<file path="src/logic/gpe_pkg.sv">
// constants, register map and encodings of the 8-pin port with external interrupts
// Behaviour
// - eight pins, bit X serves pin X
// - input mode reads sampled pin level
// - data writes in input mode only update latch
// - output mode drives latch, reads return latch
// - output option: 0 open-drain, 1 push-pull
// - push-pull drives both levels, open-drain releases high
// - input option: floating, or pull-up/interrupt variant
// - standard pins decode direction/option pair
// - interrupt input raises request on selected event
// - enabled interrupt pins combine by logical AND
// - pending latch hidden, cleared by vector fetch
// - changing sensitivity discards pending request
// - claimed alternate function overrides port programming
// - peripheral output forces output mode, its drive
// - peripheral input pins still readable in data
// - input plus alternate output reads alternate value
// - output plus alternate input feeds latch value
// - true open-drain pins: no option, no pull-up
// - low-power modes keep state, interrupts wake
// - falling, rising, both, fall+low, rise+high events
// - data, direction, option reset to zero
package gpe_pkg;

  // port and bus geometry
  localparam int PORT_W = 8;
  localparam int AXI_AW = 8;
  localparam int AXI_DW = 32;

  // register byte offsets
  localparam logic [AXI_AW-1:0] OFS_DATA  = 8'h00;
  localparam logic [AXI_AW-1:0] OFS_DIR   = 8'h04;
  localparam logic [AXI_AW-1:0] OFS_OPT   = 8'h08;
  localparam logic [AXI_AW-1:0] OFS_SENS  = 8'h0c;
  localparam logic [AXI_AW-1:0] OFS_LEVEL = 8'h10;

  // field layout
  localparam int SENS_W   = 3;
  localparam int SENS_LSB = 0;
  localparam int PORT_LSB = 0;

  // reset values
  localparam logic [PORT_W-1:0] RST_DATA = 8'h00;
  localparam logic [PORT_W-1:0] RST_DIR  = 8'h00;
  localparam logic [PORT_W-1:0] RST_OPT  = 8'h00;
  localparam logic [SENS_W-1:0] RST_SENS = 3'h0;

  // sensitivity encodings
  localparam logic [SENS_W-1:0] SENS_FALL      = 3'h0;
  localparam logic [SENS_W-1:0] SENS_RISE      = 3'h1;
  localparam logic [SENS_W-1:0] SENS_BOTH      = 3'h2;
  localparam logic [SENS_W-1:0] SENS_FALL_LOW  = 3'h3;
  localparam logic [SENS_W-1:0] SENS_RISE_HIGH = 3'h4;

  // bus responses
  localparam logic [1:0] RESP_OKAY   = 2'h0;
  localparam logic [1:0] RESP_SLVERR = 2'h2;

  // default pin classes
  localparam logic [PORT_W-1:0] DEF_PU_MASK  = 8'hff;
  localparam logic [PORT_W-1:0] DEF_INT_MASK = 8'h0f;
  localparam logic [PORT_W-1:0] DEF_TOD_MASK = 8'h00;

endpackage

</file>
<file path="src/logic/gpe_sync.sv">
// two-stage level synchroniser for a group of pin inputs
`timescale 1ns/10ps
module gpe_sync #(
  parameter int W = 8
) (
  // clock and reset
  input  wire logic         sys_clk_i,
  input  wire logic         sys_rst_i,
  // asynchronous levels in, synchronised levels out
  input  wire logic [W-1:0] async_i,
  output logic      [W-1:0] sync_o
);

  typedef struct packed {
    logic [W-1:0] meta;
    logic [W-1:0] stable;
  } gpe_sync_t;

  gpe_sync_t st_r;
  gpe_sync_t st_nxt;

  // first stage feeds only the second stage
  always_comb
  begin
    st_nxt        = st_r;
    st_nxt.meta   = async_i;
    st_nxt.stable = st_r.meta;
  end

  // synchronous reset to a known low level
  always_ff @(posedge sys_clk_i)
  begin
    if (sys_rst_i)
    begin
      st_r <= '0;
    end
    else
    begin
      st_r <= st_nxt;
    end
  end

  assign sync_o = st_r.stable;

endmodule

</file>
<file path="src/logic/gpe_port.sv">
// 8-pin general purpose port with external interrupt and alternate functions
//
// Our own choices: the AXI4-Lite interface to the registers and the register addresses.
`timescale 1ns/10ps
module gpe_port #(
  parameter logic [gpe_pkg::PORT_W-1:0] PU_MASK  = gpe_pkg::DEF_PU_MASK,
  parameter logic [gpe_pkg::PORT_W-1:0] INT_MASK = gpe_pkg::DEF_INT_MASK,
  parameter logic [gpe_pkg::PORT_W-1:0] TOD_MASK = gpe_pkg::DEF_TOD_MASK,
  parameter bit                         HL_OK    = 1'b1
) (
  // clock and reset
  input  wire logic                         sys_clk_i,
  input  wire logic                         sys_rst_i,
  // axi4-lite write address
  input  wire logic                         s_axi_awvalid_i,
  output logic                              s_axi_awready_o,
  input  wire logic [gpe_pkg::AXI_AW-1:0]   s_axi_awaddr_i,
  input  wire logic [2:0]                   s_axi_awprot_i,
  // axi4-lite write data
  input  wire logic                         s_axi_wvalid_i,
  output logic                              s_axi_wready_o,
  input  wire logic [gpe_pkg::AXI_DW-1:0]   s_axi_wdata_i,
  input  wire logic [3:0]                   s_axi_wstrb_i,
  // axi4-lite write response
  output logic                              s_axi_bvalid_o,
  input  wire logic                         s_axi_bready_i,
  output logic      [1:0]                   s_axi_bresp_o,
  // axi4-lite read address
  input  wire logic                         s_axi_arvalid_i,
  output logic                              s_axi_arready_o,
  input  wire logic [gpe_pkg::AXI_AW-1:0]   s_axi_araddr_i,
  input  wire logic [2:0]                   s_axi_arprot_i,
  // axi4-lite read data
  output logic                              s_axi_rvalid_o,
  input  wire logic                         s_axi_rready_i,
  output logic      [gpe_pkg::AXI_DW-1:0]   s_axi_rdata_o,
  output logic      [1:0]                   s_axi_rresp_o,
  // package pins
  input  wire logic [gpe_pkg::PORT_W-1:0]   pin_i,
  output logic      [gpe_pkg::PORT_W-1:0]   pin_o,
  output logic      [gpe_pkg::PORT_W-1:0]   pin_oe_o,
  output logic      [gpe_pkg::PORT_W-1:0]   pin_pull_up_o,
  // on-chip peripheral alternate functions
  input  wire logic [gpe_pkg::PORT_W-1:0]   alt_en_i,
  input  wire logic [gpe_pkg::PORT_W-1:0]   alt_out_en_i,
  input  wire logic [gpe_pkg::PORT_W-1:0]   alt_out_i,
  input  wire logic [gpe_pkg::PORT_W-1:0]   alt_od_i,
  output logic      [gpe_pkg::PORT_W-1:0]   alt_in_o,
  // external interrupt request, also the wake-up request in wait and halt
  input  wire logic                         vector_fetch_i,
  output logic                              ext_irq_o
);

  localparam int W = gpe_pkg::PORT_W;

  typedef struct packed {
    logic [W-1:0]                 latch;
    logic [W-1:0]                 dir;
    logic [W-1:0]                 opt;
    logic [gpe_pkg::SENS_W-1:0]   sens;
    logic                         pend;
    logic                         lvl_q;
    logic [W-1:0]                 pin_o;
    logic [W-1:0]                 pin_oe;
    logic [W-1:0]                 pull;
    logic [W-1:0]                 alt_in;
    logic                         aw_hold;
    logic [gpe_pkg::AXI_AW-1:0]   aw_addr;
    logic                         w_hold;
    logic [gpe_pkg::AXI_DW-1:0]   w_data;
    logic [3:0]                   w_strb;
    logic                         awready;
    logic                         wready;
    logic                         bvalid;
    logic [1:0]                   bresp;
    logic                         arready;
    logic                         rvalid;
    logic [gpe_pkg::AXI_DW-1:0]   rdata;
    logic [1:0]                   rresp;
  } gpe_state_t;

  gpe_state_t st_r;
  gpe_state_t st_nxt;

  logic [W-1:0]                 pin_sync;
  logic [W-1:0]                 alt_drv;
  logic [W-1:0]                 eff_out;
  logic [W-1:0]                 drv_val;
  logic [W-1:0]                 drv_od;
  logic [W-1:0]                 od_rel;
  logic [W-1:0]                 rd_port;
  logic [W-1:0]                 int_en;
  logic                         grp_act;
  logic                         grp_lvl;
  logic                         fall_evt;
  logic                         rise_evt;
  logic                         evt;
  logic                         sens_chg;
  logic [gpe_pkg::AXI_AW-1:0]   rd_ofs;
  logic [gpe_pkg::AXI_AW-1:0]   wr_ofs;
  logic [gpe_pkg::AXI_DW-1:0]   rd_word;
  logic                         rd_hit;

  // pin levels are retimed before reads or event detection
  // the two-stage retiming costs two cycles of latency on every pin level
  gpe_sync #(
    .W         (W)
  ) u_pin_sync (
    .sys_clk_i (sys_clk_i),
    .sys_rst_i (sys_rst_i),
    .async_i   (pin_i),
    .sync_o    (pin_sync)
  );

  // a peripheral that claims a pin and drives it wins over the port
  assign alt_drv = alt_en_i & alt_out_en_i;
  assign eff_out = st_r.dir | alt_drv;

  // driven value and driver type, peripheral first, then the latch
  assign drv_val = (alt_drv & alt_out_i) | (~alt_drv & st_r.latch);
  assign drv_od  = (alt_drv & alt_od_i)
                 | (~alt_drv & (~st_r.opt | TOD_MASK));

  // output pins in open-drain with a high level are released
  assign od_rel  = eff_out & drv_od & drv_val;

  // data reads: latch for outputs, alternate value or pin for inputs
  assign rd_port = (st_r.dir & st_r.latch)
                 | (~st_r.dir & alt_drv & alt_out_i)
                 | (~st_r.dir & ~alt_drv & pin_sync);

  // interrupt sources: capable pins in input mode with option set,
  // pins handed to a peripheral are left out so they cannot fire
  assign int_en  = INT_MASK & ~TOD_MASK & ~st_r.dir & st_r.opt & ~alt_en_i;
  assign grp_act = |int_en;
  // one low source holds the whole group low
  assign grp_lvl = &(pin_sync | ~int_en);

  // edges of the combined level; lvl_q idles high like the level with
  // no sources, so enabling a high source gives no false edge
  assign fall_evt = st_r.lvl_q & ~grp_lvl;
  assign rise_evt = ~st_r.lvl_q & grp_lvl;

  // event selection; level modes keep requesting while the level stays
  always_comb
  begin
    evt = 1'b0;
    unique case (st_r.sens)
      gpe_pkg::SENS_FALL:      evt = fall_evt;
      gpe_pkg::SENS_RISE:      evt = rise_evt;
      gpe_pkg::SENS_BOTH:      evt = fall_evt | rise_evt;
      gpe_pkg::SENS_FALL_LOW:  evt = fall_evt | ~grp_lvl;
      gpe_pkg::SENS_RISE_HIGH: evt = HL_OK ? (rise_evt | grp_lvl) : fall_evt;
      default:                 evt = fall_evt; // unused codes act as falling edge
    endcase
  end

  // aligned word offsets of the current requests; the two low address
  // bits and the protection attributes are ignored
  assign rd_ofs = {s_axi_araddr_i[gpe_pkg::AXI_AW-1:2], 2'h0};
  assign wr_ofs = {st_r.aw_addr[gpe_pkg::AXI_AW-1:2], 2'h0};

  // read decode; narrow registers sit in the low bits, the rest reads zero
  always_comb
  begin
    rd_word = '0;
    rd_hit  = 1'b1;
    unique case (rd_ofs)
      gpe_pkg::OFS_DATA:
      begin
        rd_word[gpe_pkg::PORT_LSB +: W] = rd_port;
      end
      gpe_pkg::OFS_DIR:
      begin
        rd_word[gpe_pkg::PORT_LSB +: W] = st_r.dir;
      end
      gpe_pkg::OFS_OPT:
      begin
        rd_word[gpe_pkg::PORT_LSB +: W] = st_r.opt & ~TOD_MASK;
      end
      gpe_pkg::OFS_SENS:
      begin
        rd_word[gpe_pkg::SENS_LSB +: gpe_pkg::SENS_W] = st_r.sens;
      end
      gpe_pkg::OFS_LEVEL:
      begin
        rd_word[gpe_pkg::PORT_LSB +: W] = pin_sync;
      end
      default:
      begin
        rd_hit = 1'b0;
      end
    endcase
  end

  // next state: bus slave, register writes, interrupt latch, pin drivers
  always_comb
  begin
    st_nxt   = st_r;
    sens_chg = 1'b0;

    // one write at a time, so no id bookkeeping is needed
    // address and data are taken independently, in either order
    if (s_axi_awvalid_i && st_r.awready)
    begin
      st_nxt.aw_hold = 1'b1;
      st_nxt.aw_addr = s_axi_awaddr_i;
    end
    if (s_axi_wvalid_i && st_r.wready)
    begin
      st_nxt.w_hold = 1'b1;
      st_nxt.w_data = s_axi_wdata_i;
      st_nxt.w_strb = s_axi_wstrb_i;
    end
    if (st_r.bvalid && s_axi_bready_i)
    begin
      st_nxt.bvalid = 1'b0;
    end

    // the write lands one cycle after both halves are held
    if (st_r.aw_hold && st_r.w_hold && !st_r.bvalid)
    begin
      st_nxt.aw_hold = 1'b0;
      st_nxt.w_hold  = 1'b0;
      st_nxt.bvalid  = 1'b1;
      st_nxt.bresp   = gpe_pkg::RESP_OKAY;
      unique case (wr_ofs)
        gpe_pkg::OFS_DATA:
        begin
          // stored in either direction when byte 0 is strobed, so the level is ready before output mode
          if (st_r.w_strb[0])
          begin
            st_nxt.latch = st_r.w_data[gpe_pkg::PORT_LSB +: W];
          end
        end
        gpe_pkg::OFS_DIR:
        begin
          if (st_r.w_strb[0])
          begin
            st_nxt.dir = st_r.w_data[gpe_pkg::PORT_LSB +: W];
          end
        end
        gpe_pkg::OFS_OPT:
        begin
          // true open-drain pins have no option bit to hold
          if (st_r.w_strb[0])
          begin
            st_nxt.opt = st_r.w_data[gpe_pkg::PORT_LSB +: W] & ~TOD_MASK;
          end
        end
        gpe_pkg::OFS_SENS:
        begin
          if (st_r.w_strb[0])
          begin
            st_nxt.sens = st_r.w_data[gpe_pkg::SENS_LSB +: gpe_pkg::SENS_W];
            sens_chg    = (st_nxt.sens != st_r.sens);
          end
        end
        gpe_pkg::OFS_LEVEL:
        begin
          st_nxt.bresp = gpe_pkg::RESP_OKAY; // read-only, write ignored
        end
        default:
        begin
          st_nxt.bresp = gpe_pkg::RESP_SLVERR;
        end
      endcase
    end

    // a held write blocks new ones until its response is taken
    st_nxt.awready = !st_nxt.aw_hold && !st_nxt.bvalid;
    st_nxt.wready  = !st_nxt.w_hold && !st_nxt.bvalid;

    // read data is captured at the address handshake and then held
    // reads answer one cycle after the address is taken
    if (st_r.rvalid && s_axi_rready_i)
    begin
      st_nxt.rvalid = 1'b0;
    end
    if (s_axi_arvalid_i && st_r.arready)
    begin
      st_nxt.rvalid = 1'b1;
      st_nxt.rdata  = rd_word;
      st_nxt.rresp  = rd_hit ? gpe_pkg::RESP_OKAY : gpe_pkg::RESP_SLVERR;
    end
    st_nxt.arready = !st_nxt.rvalid;

    // pending latch has no address; a new event beats either clear
    // the request then stays until the vector fetch or a sensitivity change
    st_nxt.lvl_q = grp_lvl;
    if (vector_fetch_i || sens_chg)
    begin
      st_nxt.pend = 1'b0;
    end
    if (grp_act && evt)
    begin
      st_nxt.pend = 1'b1;
    end

    // pin drivers, registered so the pads see clean levels;
    // open-drain only drives low, push-pull drives both levels
    st_nxt.pin_oe = eff_out & ~od_rel;
    // a released pin shows no value either, so nothing downstream
    // mistakes a stale level for a driven one
    st_nxt.pin_o  = drv_val & eff_out & ~od_rel;
    // pull-up only for inputs with option set, never on true open-drain
    st_nxt.pull   = ~eff_out & st_r.opt & PU_MASK & ~TOD_MASK;
    // peripheral input sees the latch when the pin is an output
    st_nxt.alt_in = (st_r.dir & st_r.latch) | (~st_r.dir & pin_sync);
  end

  // all port state except the pin synchroniser in one register; no power mode input touches it
  always_ff @(posedge sys_clk_i)
  begin
    if (sys_rst_i)
    begin
      st_r       <= '0;
      st_r.latch <= gpe_pkg::RST_DATA;
      st_r.dir   <= gpe_pkg::RST_DIR;
      st_r.opt   <= gpe_pkg::RST_OPT;
      st_r.sens  <= gpe_pkg::RST_SENS;
      st_r.lvl_q <= 1'b1;
    end
    else
    begin
      st_r <= st_nxt;
    end
  end

  // bus outputs
  assign s_axi_awready_o = st_r.awready;
  assign s_axi_wready_o  = st_r.wready;
  assign s_axi_bvalid_o  = st_r.bvalid;
  assign s_axi_bresp_o   = st_r.bresp;
  assign s_axi_arready_o = st_r.arready;
  assign s_axi_rvalid_o  = st_r.rvalid;
  assign s_axi_rdata_o   = st_r.rdata;
  assign s_axi_rresp_o   = st_r.rresp;

  // pin and peripheral outputs
  assign pin_o         = st_r.pin_o;
  assign pin_oe_o      = st_r.pin_oe;
  assign pin_pull_up_o = st_r.pull;
  assign alt_in_o      = st_r.alt_in;

  // request doubles as wake-up from wait and halt
  assign ext_irq_o = st_r.pend;

endmodule

</file>
<file path="config.mk">
export PLATFORM = sky130hd
export DESIGN_NAME = gpe_port
export DESIGN_NICKNAME = d
export VERILOG_FILES = /design/src/logic/gpe_pkg.sv /design/src/logic/gpe_sync.sv /design/src/logic/gpe_port.sv
export SDC_FILE = /design/constraint.sdc
export NUM_CORES = 1
export LEC_CHECK = 0
export ABC_AREA = 1
export BUFFER_PORTS_ARGS = -buffer_cell sky130_fd_sc_hd__buf_2
export CAP_MARGIN = 15
export CELL_PAD_IN_SITES_DETAIL_PLACEMENT = 2
export CELL_PAD_IN_SITES_GLOBAL_PLACEMENT = 2
export CORE_ASPECT_RATIO = 2
export CORE_MARGIN = 2
export CORE_UTILIZATION = 24
export DETAILED_ROUTE_END_ITERATION = 8
export HOLD_SLACK_MARGIN = 0.03
export PLACE_DENSITY = 0.8
export SLEW_MARGIN = 20
export SYNTH_ARGS = -nofsm -noshare
export SYNTH_HDL_FRONTEND = slang
export SYNTH_HIERARCHICAL = 1
export SYNTH_SLANG_ARGS = --single-unit
</file>
<file path="constraint.sdc">
create_clock -name sys_clk_i -period 1.15 [get_ports sys_clk_i]
set_input_delay 0.2875 -clock sys_clk_i [delete_from_list [all_inputs] [get_ports sys_clk_i]]
set_output_delay 0.2875 -clock sys_clk_i [all_outputs]
set_load 0.05 [all_outputs]
</file>
## Word level (Yosys, flattened, before mapping)

Cells that the tools add are included.

- Equal/unequal tests: 13
- Multiplexer cells: 19
- Bitwise gates (word level): 40
- Reductions and logical operators: 27

Operators by type and width:

| cell | number |
|---|---|
| $and 8x8->8 | 18 |
| $not 8->8 | 7 |
| $or 8x8->8 | 7 |
| $mux 37 | 1 |
| $mux 35 | 1 |
| $eq 6x2->1 const B | 4 |
| $pmux 5 s4 | 1 |
| $logic_not 8->1 | 2 |
| $pmux 3 s5 | 1 |
| $eq 6x1->1 const B | 2 |
| $eq 6x3->1 const B | 2 |
| $reduce_and 3->1 | 4 |
| $logic_and 1x1->1 | 10 |
| $mux 1 | 10 |
| $reduce_or 5->1 | 2 |
| $mux 9 | 1 |
| $and 4x8->8 | 1 |
| $reduce_and 8->1 | 1 |
| $reduce_or 8->1 | 1 |
| $eq 3x2->1 const B | 2 |
| $logic_not 1->1 | 5 |
| $mux 2 | 2 |
| $pmux 1 s4 | 1 |
| $eq 3x1->1 const B | 1 |
| 8 further kinds | 12 |

- Flip-flop bits (word level): 140
- Bits of input ports: 106
- Output and inout bits: 74

## Logic depth before layout (Yosys ltp)

Gate-level depths: netlist of the first run.

- Depth in word-level cells: 12
- Gate-level depth with buffers: 9

## Cells and area by module

Netlist of the first run, hierarchy kept.

By module, submodules not included:

| module | instances | cells each | area each (sq um) | sequential area each (sq um) |
|---|---|---|---|---|
| gpe_port | 1 | 631 | 4610.7 | 1861.8 |
| gpe_sync | 1 | 50 | 474.2 | 320.3 |

## Worst setup path before layout of the first run

Ideal clock, no wire load.

- Kind: reg-to-reg
- Start point: register st_r, in the netlist s_axi_arready_o
- End point: register st_r, in the netlist s_axi_rdata_o[5]
- Library setup time: 0.070 ns
- Data arrival time: 1.422 ns
- Data required time: 1.080 ns
- Path slack: -0.342 ns
- Cell stages (with the launch flop): 6
- Path buffers: 1
- Path through: dfxtp_1 nand2_1 inv_1 clkbuf_1 o21ai_0 a21oi_1

- Cells in the longest elaborated chain, start to end: 1

Ends and longest elaborated chain:

| element | RTL line | RTL |
|---|---|---|
| from (decl) | gpe_port.sv:82 | `gpe_state_t st_r;` |
| from (signal assigned) | gpe_port.sv:326 | `st_r <= st_nxt;` |
| $logic_and 1x1->1 | gpe_port.sv:280 | `if (s_axi_arvalid_i && st_r.arready)` |

Every way passes these cells.
A chain may end at the register's enable or synchronous reset.

## Worst setup path after layout of the first run

- Start point: register st_r[84] (netlist name)
- End point: register st_r[123] (netlist name)

- Cells in the longest elaborated chain, start to end: 2

Ends and longest elaborated chain:

| element | RTL line | RTL |
|---|---|---|
| $eq 6x2->1 | gpe_port.sv:227 | `unique case (wr_ofs)` |
| $reduce_and 3->1 (no line) | n/a |  |

Every way passes these cells.

==> results.json, run 1 <==
{
  "outcome": "complete, but fails checks",
  "violations": "negative setup slack",
  "crit_start": "st_r[84]$_SDFFE_PP0P_",
  "route.detailed.drc": 0,
  "ys_ff_latch": 109,
  "synth_area_per_cell_um2": 7.47,
  "crit_path_end_kind": "flop",
  "grt_pass1_wl_um": 29600,
  "die_height_um": 210,
  "period_share_pct": 119,
  "initialDrtViolationCount": 95,
  "grt_max_degree": 27,
  "synth_edf_count": 0,
  "fin_crit_ps": 1370,
  "initial_core_util_pct": 24.3,
  "rsz0062_at_grt": "yes",
  "netlist.area_leader.share_pct": 42.9,
  "ys_seq_area_share_pct": 42.9,
  "cp_max_fo": 5,
  "hold_viol": 0,
  "crit_path_start_kind": "flop",
  "grt_usage_pct": 17.4,
  "syn_to_final_growth_pct": 50.4,
  "ys.flop_type": "dfxtp_1",
  "async_reset_ff_share_pct": 0,
  "synth.most_common_cell": "dfxtp_1",
  "ctsHoldBuffers": 0,
  "drtAntennaViolNets": 0,
  "p_leak_nw": 3.44,
  "ios": 180,
  "die_w_um": 107,
  "cp.required_ps": 1440,
  "tritoncts": "yes",
  "drv_cap": 0,
  "first_global_vias": 5581,
  "r2r-start": "st_r[84]$_SDFFE_PP0P_",
  "dp_hpwl_um": 13700,
  "arrival_ps": 1660,
  "slowest_delay_ps": 340,
  "final-setup-viol-count": 47,
  "cts_root_buf": "clkbuf_16",
  "clkTransAtPathRegs_ps": 80,
  "slowest_stage": "dfxtp_2",
  "dp_slack_ps": -282,
  "clock_latency_ps": 380,
  "clockBufferDepth": 2,
  "fmax_ghz": 0.732,
  "cts_inserted_buffers": 9,
  "antennaDiodeCount": 0,
  "critical_path_class": "reg -> reg",
  "synth_commonest_cells": "109 x dfxtp_1, 104 x nand2_1, 83 x nor2_1",
  "antenna_found_initial": 2,
  "io_buffers": 116,
  "cts_sinks": 109,
  "whs_ps": 129,
  "post-route-cell-area_um2": 7650,
  "gr-total-overflow": 0,
  "hold_class": "in -> reg",
  "holdCritStartpoint": "pin_i[6]",
  "utilization_pct": 36.6,
  "ys_top_cells_by_area": "dfxtp_1 43%, buf_4 10%, nand2_1 7.7%",
  "crit_top_cell": "buf_6",
  "gp_congestion": 0.831,
  "setup_tns_ps": -4500,
  "htree_num_levels": 3,
  "setup_ws_ps": -215,
  "clock_skew_ps": 12.7,
  "final-max-slew-violation-count": 0,
  "firstDrtPassIters": 4,
  "synthCells": 681,
  "fin_nets": 960,
  "dpl_cell_area_um2": 6160,
  "core_area_um2": 20900,
  "path_cells": "nor2_4 > nand3_4 > buf_6 > nor3_4 > buf_6 > nor2_1 > a211oi_2",
  "drive_gt1_share_pct": 47.8,
  "yosysWarnings": 6,
  "synthDistinctLibCells": 38,
  "num_rows": 75,
  "avgViaCountPerCell": 4.46,
  "synth_area_um2": 5080,
  "die_area_um2": 22400,
  "vias": 5034,
  "wl_um": 19600,
  "yosys.area.top_type": "dfxtp_1",
  "wire_per_inst_um": 17.4,
  "power_density_nw_per_um2": 1170,
  "vdd_drop_max_uv": 536
}
-- path summary, 6_finish.rpt --
check	endpoint	slack [ps]	cells past startpoint
setup / recovery	st_r[123]$_SDFFE_PP0P_	-220	7
hold / removal	u_pin_sync/st_nxt[6]$_SDFF_PP0_	130	3
setup reg to reg	st_r[123]$_SDFFE_PP0P_	-220	7
hold reg to reg	u_pin_sync/sync_o[1]$_SDFF_PP0_	410	2
-- cell type report --
class	count	area [µm²]
fillers	2385	13300
multi-input cells	422	2410
flip-flops and latches	109	2280
repair buffers	219	1960
inverters	93	364
well taps	269	337
clock buffers	10	239
clock inverters	6	70.1
-- cell families after synthesis --
kind of cell	count (synthesis)	share of synthesized area [%]
compound gates	126	12.9
xor+xnor	2	0.345
buf+inv	177	18.9
flops	109	42.9
other cells	1	0.0737
simple gates	266	24.8
-- per-layer routing --
metal / GRT usage, % / wire, µm
met3: 2.55 / 600
met2: 35.7 / 11600
met5: 0 / 0
met4: 7.03 / 703
met1: 16.6 / 6720
-- worst max-delay path, delay by kind of cell, from the launching register on --
| kind | cells | cell delay [ps] |
|---|---|---|
| AND/OR/NAND/NOR | 4 | 490 |
| flip-flops | 1 | 340 |
| buffers and inverters | 2 | 310 |
| AO/OA/AOI/OAI | 1 | 150 |
-- metrics by stage --
stage,cells,power (W)
floorplan,706,0.00494
global placement,1086,0.00532
detailed placement,1086,0.00536
CTS,1117,0.00900
global route,1128,0.00933
finish,1128,0.00897
-- flip-flops by register name, summed over array words and instances (netlist names), 8 cells and up --
| name | count |
|---|---|
| st_r | 45 |
| alt_in_o | 8 |
| pin_o | 8 |
| pin_oe_o | 8 |
| pin_pull_up_o | 8 |
| s_axi_rdata_o | 8 |
| u_pin_sync/st_nxt | 8 |
| u_pin_sync/sync_o | 8 |
-- cell usage in the layout (no fill, tap or decap), types with 10 or more instances in the layout --
cell	count
nor2_2	10
buf_6	23
buf_4	79
o21ai_1	17
o21ai_2	19
nor2_1	77
conb_1	26
nand4_1	10
inv_2	15
inv_1	73
nand3_1	26
nor3_1	10
nand2_1	92
buf_8	43
dfxtp_2	60
buf_2	68
a21oi_1	34
a21oi_2	15
o21ai_0	24
dfxtp_1	44
-- timing repair --
item                       CTS  global route
pin swaps                   14            27
setup endpoints to repair   82            92
cloned                       2             0
gates resized for setup    234           100
setup buffers               14            11
hold endpoints to repair     0             0
-- power breakdown --
group          internal [W]  leakage (nW)  switching (W)
Clock               0.00177         0.153        0.00159
Combinational      0.000609          2.37       0.000988
Sequential          0.00390         0.919       0.000112
Total               0.00628          3.44        0.00269
No activity file was read; power rests on OpenSTA's default activity.
==> run 2: changes to the inputs <==
CELL_PAD_IN_SITES_DETAIL_PLACEMENT = 1   (was 2)
==> run 2 against run 1 <==
  * The flow still finishes with violations (negative setup slack)
  * Maximum frequency up 0.56%
  * Count of clock-buffer cells in the layout rose by 1
  * First-iteration DRC count is 11% higher
  * Highest routed layer unchanged
  * Global-route usage shrank 2.9 points
  * Combinational power fell by 9%
  * Worst setup slack improved by 7.6 ps
  * Final area shrank 5.2%
  * Via count fell by 5.0%
  * Die area stayed put
==> results.json, run 2 (synthesis results as in run 1) <==
{
  "crit_path_end_kind": "flop",
  "vias": 4782,
  "slowest_delay_ps": 340,
  "clkTransAtPathRegs_ps": 70,
  "ctsHoldBuffers": 0,
  "slowest_stage": "dfxtp_2",
  "antennaDiodeCount": 0,
  "power_density_nw_per_um2": 1170,
  "period_share_pct": 118,
  "cts_sinks": 109,
  "final-max-slew-violation-count": 0,
  "num_rows": 75,
  "largest_reg_flops": 45,
  "grt_pass1_wl_um": 24700,
  "outcome": "complete, but fails checks",
  "p_switching_w": 0.00253,
  "utilization_pct": 34.7,
  "grt_max_degree": 27,
  "fin_crit_ps": 1360,
  "fin_nets": 950,
  "ios": 180,
  "power.share.clock_pct": 35.4,
  "cp.required_ps": 1420,
  "cts_inserted_buffers": 9,
  "firstDrtPassIters": 4,
  "gr-total-overflow": 0,
  "rrSetupSlack_ps": -210,
  "final-setup-viol-count": 36,
  "regMostFlops": "st_r",
  "p_comb_share_pct": 17.3,
  "clockBufferDepth": 2,
  "clock_latency_ps": 370,
  "setup_tns_ps": -3890,
  "clock_skew_ps": 11.6,
  "dp_hpwl_um": 12300,
  "crit_path_start_kind": "flop",
  "instances_no_fill": 1118,
  "io_buffers": 116,
  "vdd_drop_max_uv": 558,
  "setup_ws_ps": -208,
  "drv_cap": 0,
  "die_w_um": 107,
  "antenna_found_initial": 2,
  "avgViaCountPerCell": 4.28,
  "fmax_ghz": 0.737,
  "rsz0062_at_grt": "yes",
  "grt_usage_pct": 14.5,
  "register_area_um2": 2260,
  "hold_class": "in -> reg",
  "path_cells": "nor2_4 > nand3_4 > buf_6 > nor3_4 > o21ai_1 > nand2_1 > a21oi_1",
  "multiInputGateArea_um2": 2240,
  "whs_ps": 123,
  "drtAntennaViolNets": 0,
  "violations": "negative setup slack",
  "final_common_cell": "nand2_1",
  "initialDrtViolationCount": 105,
  "cp_top_family": "simple AND/OR/NAND/NOR gates",
  "route.detailed.drc": 0,
  "gp_congestion": 0.831,
  "syn_to_final_growth_pct": 42.6,
  "mostFrequentLayoutCells": "98 x nand2_1, 80 x nor2_1, 79 x inv_1",
  "fillers": 2545,
  "cp_max_fo": 5,
  "first_global_vias": 4860,
  "htree_num_levels": 3,
  "tritoncts": "yes",
  "power.share.switching_pct": 29.9,
  "arrival_ps": 1620,
  "placed_cells": 1086,
  "die_height_um": 210,
  "core_area_um2": 20900,
  "drive_gt1_share_pct": 41.1,
  "wl_um": 16100,
  "critical_path_class": "reg -> reg",
  "die_area_um2": 22400,
  "cts_root_buf": "clkbuf_16",
  "seq_power_share_pct": 47.3,
  "p_leak_nw": 3.28,
  "hold_viol": 0,
  "crit_buf_inv": 1,
  "initial_core_util_pct": 24.3,
  "p_int_w": 0.00593,
  "wire_per_inst_um": 14.4
}
run 2: cell types whose count changed in the layout (fill, tap and decap cells not counted), sizes merged:
cell / delta
buf: -10
inv: -3
clkinvlp: +2
bufinv: -1
clkbuf: +1
clkinv: +1
run 2: worst register-to-register path, stage by stage (launching register included):
cell and delay (ps):
dfxtp_2 340, nor2_4 130, nand3_4 130, buf_6 150, nor3_4 250, o21ai_1 140, nand2_1 80, a21oi_1 50
run 2: metrics by stage:
step | setup slack, ps | area (µm²) | power (W)
final | -208 | 7250 | 0.00846
after global routing | -293 | 7250 | 0.00884
after CTS | -178 | 6960 | 0.00850
after detailed placement | -252 | 6160 | 0.00533
after global placement | -226 | 6160 | 0.00532
after floorplan | -90.0 | 5200 | 0.00494
run 2: path summary, 6_finish.rpt:
| path | to | start | depth (start not counted) |
|---|---|---|---|
| worst max-delay path | ext_irq_o$_SDFFE_PP0P_ | st_r[83]$_SDFFE_PP0P_ | 7 |
| worst min-delay path | u_pin_sync/st_nxt[6]$_SDFF_PP0_ | pin_i[6] | 3 |
| worst max register to register | ext_irq_o$_SDFFE_PP0P_ | st_r[83]$_SDFFE_PP0P_ | 7 |
| worst min register to register | u_pin_sync/sync_o[0]$_SDFF_PP0_ | u_pin_sync/st_nxt[0]$_SDFF_PP0_ | 2 |
run 2: routing by layer:
layer	wire (µm)	global-route usage, %	vias up
met1	6060	14.5	2227
li1	-	-	2420
met2	9170	28.8	114
met4	376	5.96	0
met3	525	2.24	21
met5	0	0	-
run 2: repair_timing:
item                                    4_1_cts  5_1_grt
gates cloned                                  2        0
hold endpoints to repair                      0        0
buffers inserted                              8        6
gates resized for setup                     168       76
endpoints found under the setup margin       81       82
pin swaps                                    15       15
run 2: cell type report:
| class | count | share of cell area (%) |
|---|---|---|
| Inverter | 93 | 5.02 |
| Timing Repair Buffer | 209 | 24.7 |
| Clock inverter | 5 | 0.518 |
| Multi-Input combinational cell | 422 | 30.8 |
| Clock buffer | 11 | 3.21 |
| Sequential cell | 109 | 31.1 |
| Tap cell | 269 | 4.64 |
run 2: power by group through the flow:
stage,sequential (W),clock (W),combinational [W]
floorplan,0.00408,0,0.000861
global placement,0.00405,0,0.00127
detailed placement,0.00405,0,0.00128
CTS,0.00399,0.00310,0.00141
global route,0.00401,0.00324,0.00158
finish,0.00400,0.00299,0.00146
==> run 3: changes to the inputs <==
CORE_ASPECT_RATIO = 1.2   (was 2)
==> run 3 against run 2 <==
  * Worst setup slack improved by 18 ps
  * Critical endpoint is now st_r[122]$_SDFFE_PP0P_
  * Register-to-register slack better by 20 ps
  * Critical path type unchanged
  * Non-clock buffer count fell by 7
  * The flow still finishes with violations (negative setup slack)
  * Global-route usage is essentially flat
  * Total power is 4.7% higher
  * Worst hold slack better by 10 ps
  * Maximum frequency increased by 1.3%
  * Utilization grew 0.40 points
  * Clock power grew 14%
==> results.json, run 3 (synthesis results as in run 1) <==
{
  "fin_crit_ps": 1340,
  "clockBufferDepth": 2,
  "rsz0062_at_grt": "yes",
  "whs_ps": 133,
  "fin_nets": 943,
  "period_share_pct": 116,
  "path_cells": "nor2_4 > nand3_4 > buf_6 > nor3_4 > nor2_1 > a211oi_1",
  "die_area_um2": 22400,
  "firstDrtPassIters": 4,
  "r2r-end": "st_r[122]$_SDFFE_PP0P_",
  "cp_max_fo": 6,
  "hold_class": "in -> reg",
  "initialDrtViolationCount": 197,
  "top_usage_layer": "met2",
  "drtAntennaViolNets": 0,
  "crit_path_start_kind": "flop",
  "ios": 180,
  "arrival_ps": 1610,
  "placed_cells": 1085,
  "syn_to_final_growth_pct": 44.1,
  "drv_cap": 0,
  "cts_inserted_buffers": 9,
  "cts_root_buf": "clkbuf_16",
  "outcome": "complete, but fails checks",
  "gr-total-overflow": 0,
  "dp_hpwl_um": 11800,
  "largest_reg_flops": 45,
  "r2r-start": "st_r[84]$_SDFFE_PP0P_",
  "first_global_vias": 4780,
  "clock_skew_ps": 7.29,
  "wire_per_inst_um": 14.3,
  "wl_um": 15900,
  "critical_path_class": "reg -> reg",
  "slowest_delay_ps": 340,
  "core_area_um2": 20900,
  "antenna_found_initial": 0,
  "hold_viol": 0,
  "drive_gt1_share_pct": 42.9,
  "route.detailed.drc": 0,
  "grt_pass1_wl_um": 24800,
  "setup_ws_ps": -190,
  "final-setup-viol-count": 34,
  "crit_start": "st_r[84]$_SDFFE_PP0P_",
  "clkTransAtPathRegs_ps": 70,
  "num_rows": 58,
  "final_common_cell": "nand2_1",
  "grt_use_met3_pct": 2.51,
  "antennaDiodeCount": 0,
  "io_buffers": 116,
  "violations": "negative setup slack",
  "final-max-slew-violation-count": 0,
  "grt_use_met1_pct": 17.6,
  "tritoncts": "yes",
  "rrSetupSlack_ps": -190,
  "slowest_stage": "dfxtp_2",
  "ctsHoldBuffers": 0,
  "htree_num_levels": 3,
  "instances_no_fill": 1112,
  "p_leak_nw": 3.31,
  "crit_path_end_kind": "flop",
  "vdd_drop_max_uv": 673,
  "ff2ff_path_depth": 6,
  "grt_use_met2_pct": 25.4,
  "grt_max_degree": 33,
  "endpoint": "st_r[122]$_SDFFE_PP0P_",
  "die_w_um": 137,
  "gp_congestion": 0.792,
  "clock_latency_ps": 360,
  "mostFrequentLayoutCells": "100 x nand2_1, 81 x nor2_1, 79 x inv_1",
  "power_density_nw_per_um2": 1210,
  "fmax_ghz": 0.746,
  "die_height_um": 163,
  "initial_core_util_pct": 24.3,
  "regMostFlops": "st_r",
  "vias": 4763,
  "cts_sinks": 109,
  "grt_usage_pct": 14.5,
  "avgViaCountPerCell": 4.28,
  "cp.required_ps": 1420
}
-- run 3: cell count changes in the layout (fill, tap and decap cells not counted), moves of 3 or more --
cell and change:
o21ai_2 +11, o21ai_1 -9, buf_4 -7, a21oi_1 -6, a21oi_2 +6, dfxtp_1 -4, a211oi_1 +3, a211oi_2 -3
dfxtp_2 +3, nand2_2 -3, o21ai_0 -3
-- run 3: critical path: cells and delay by family, from the launching register on --
kind / cells / cell delay, ps
compound gates: 1 / 210
buf+inv: 1 / 140
flops: 1 / 340
simple gates: 4 / 560
-- run 3: worst min path at each step --
stage                                                from                               to  slack (ps)  depth (start not counted)
final                                            pin_i[0]  u_pin_sync/st_nxt[0]$_SDFF_PP0_         130                          3
after global routing                             pin_i[3]  u_pin_sync/st_nxt[3]$_SDFF_PP0_         120                          3
after floorplan           u_pin_sync/st_nxt[0]$_SDFF_PP0_  u_pin_sync/sync_o[0]$_SDFF_PP0_         390                          2
after CTS                                        pin_i[0]  u_pin_sync/st_nxt[0]$_SDFF_PP0_         120                          3
after global placement    u_pin_sync/st_nxt[2]$_SDFF_PP0_  u_pin_sync/sync_o[2]$_SDFF_PP0_         390                          2
after detailed placement  u_pin_sync/st_nxt[2]$_SDFF_PP0_  u_pin_sync/sync_o[2]$_SDFF_PP0_         400                          2
-- run 3: layer usage --
metal,vias up,part of all wire (%)
li1,2406,-
met1,2240,43
met2,103,51
met3,14,4.4
met4,0,1.7
met5,-,0
-- run 3: power breakdown --
part / switching (W) / total (W) / internal [W]
clock: 0.00155 / 0.00340 / 0.00186
sequential: 0.000104 / 0.00400 / 0.00390
combinational: 0.000914 / 0.00145 / 0.000540
total: 0.00257 / 0.00886 / 0.00629
-- run 3: final cells by class --
class	count	area, µm²
inverter	93	359
clock buffer	10	250
clock inverter	6	75.1
sequential	109	2260
timing repair buffer	202	1740
fill	2520	13600
tap	270	338
multi-input combinational	422	2300
-- run 3: what timing repair did --
action                     4_1_cts  5_1_grt
gates resized for setup        179       90
buffers inserted                 3        6
pin swaps                       17       15
setup endpoints to repair       77       89
gates cloned                     2        0
-- run 3: stage by stage --
stage,total power (W),utilization [%],cell area (µm²),setup TNS (ps),setup WS [ps]
3_3_place_gp,0.00530,29.3,6130,-7390,-246
6_report,0.00886,35.1,7330,-3910,-190
3_5_place_dp,0.00532,29.3,6130,-8020,-259
5_1_grt,0.00927,35.1,7330,-7340,-331
2_1_floorplan,0.00494,-,5200,-614,-90.0
4_1_cts,0.00893,33.6,7020,-4510,-226
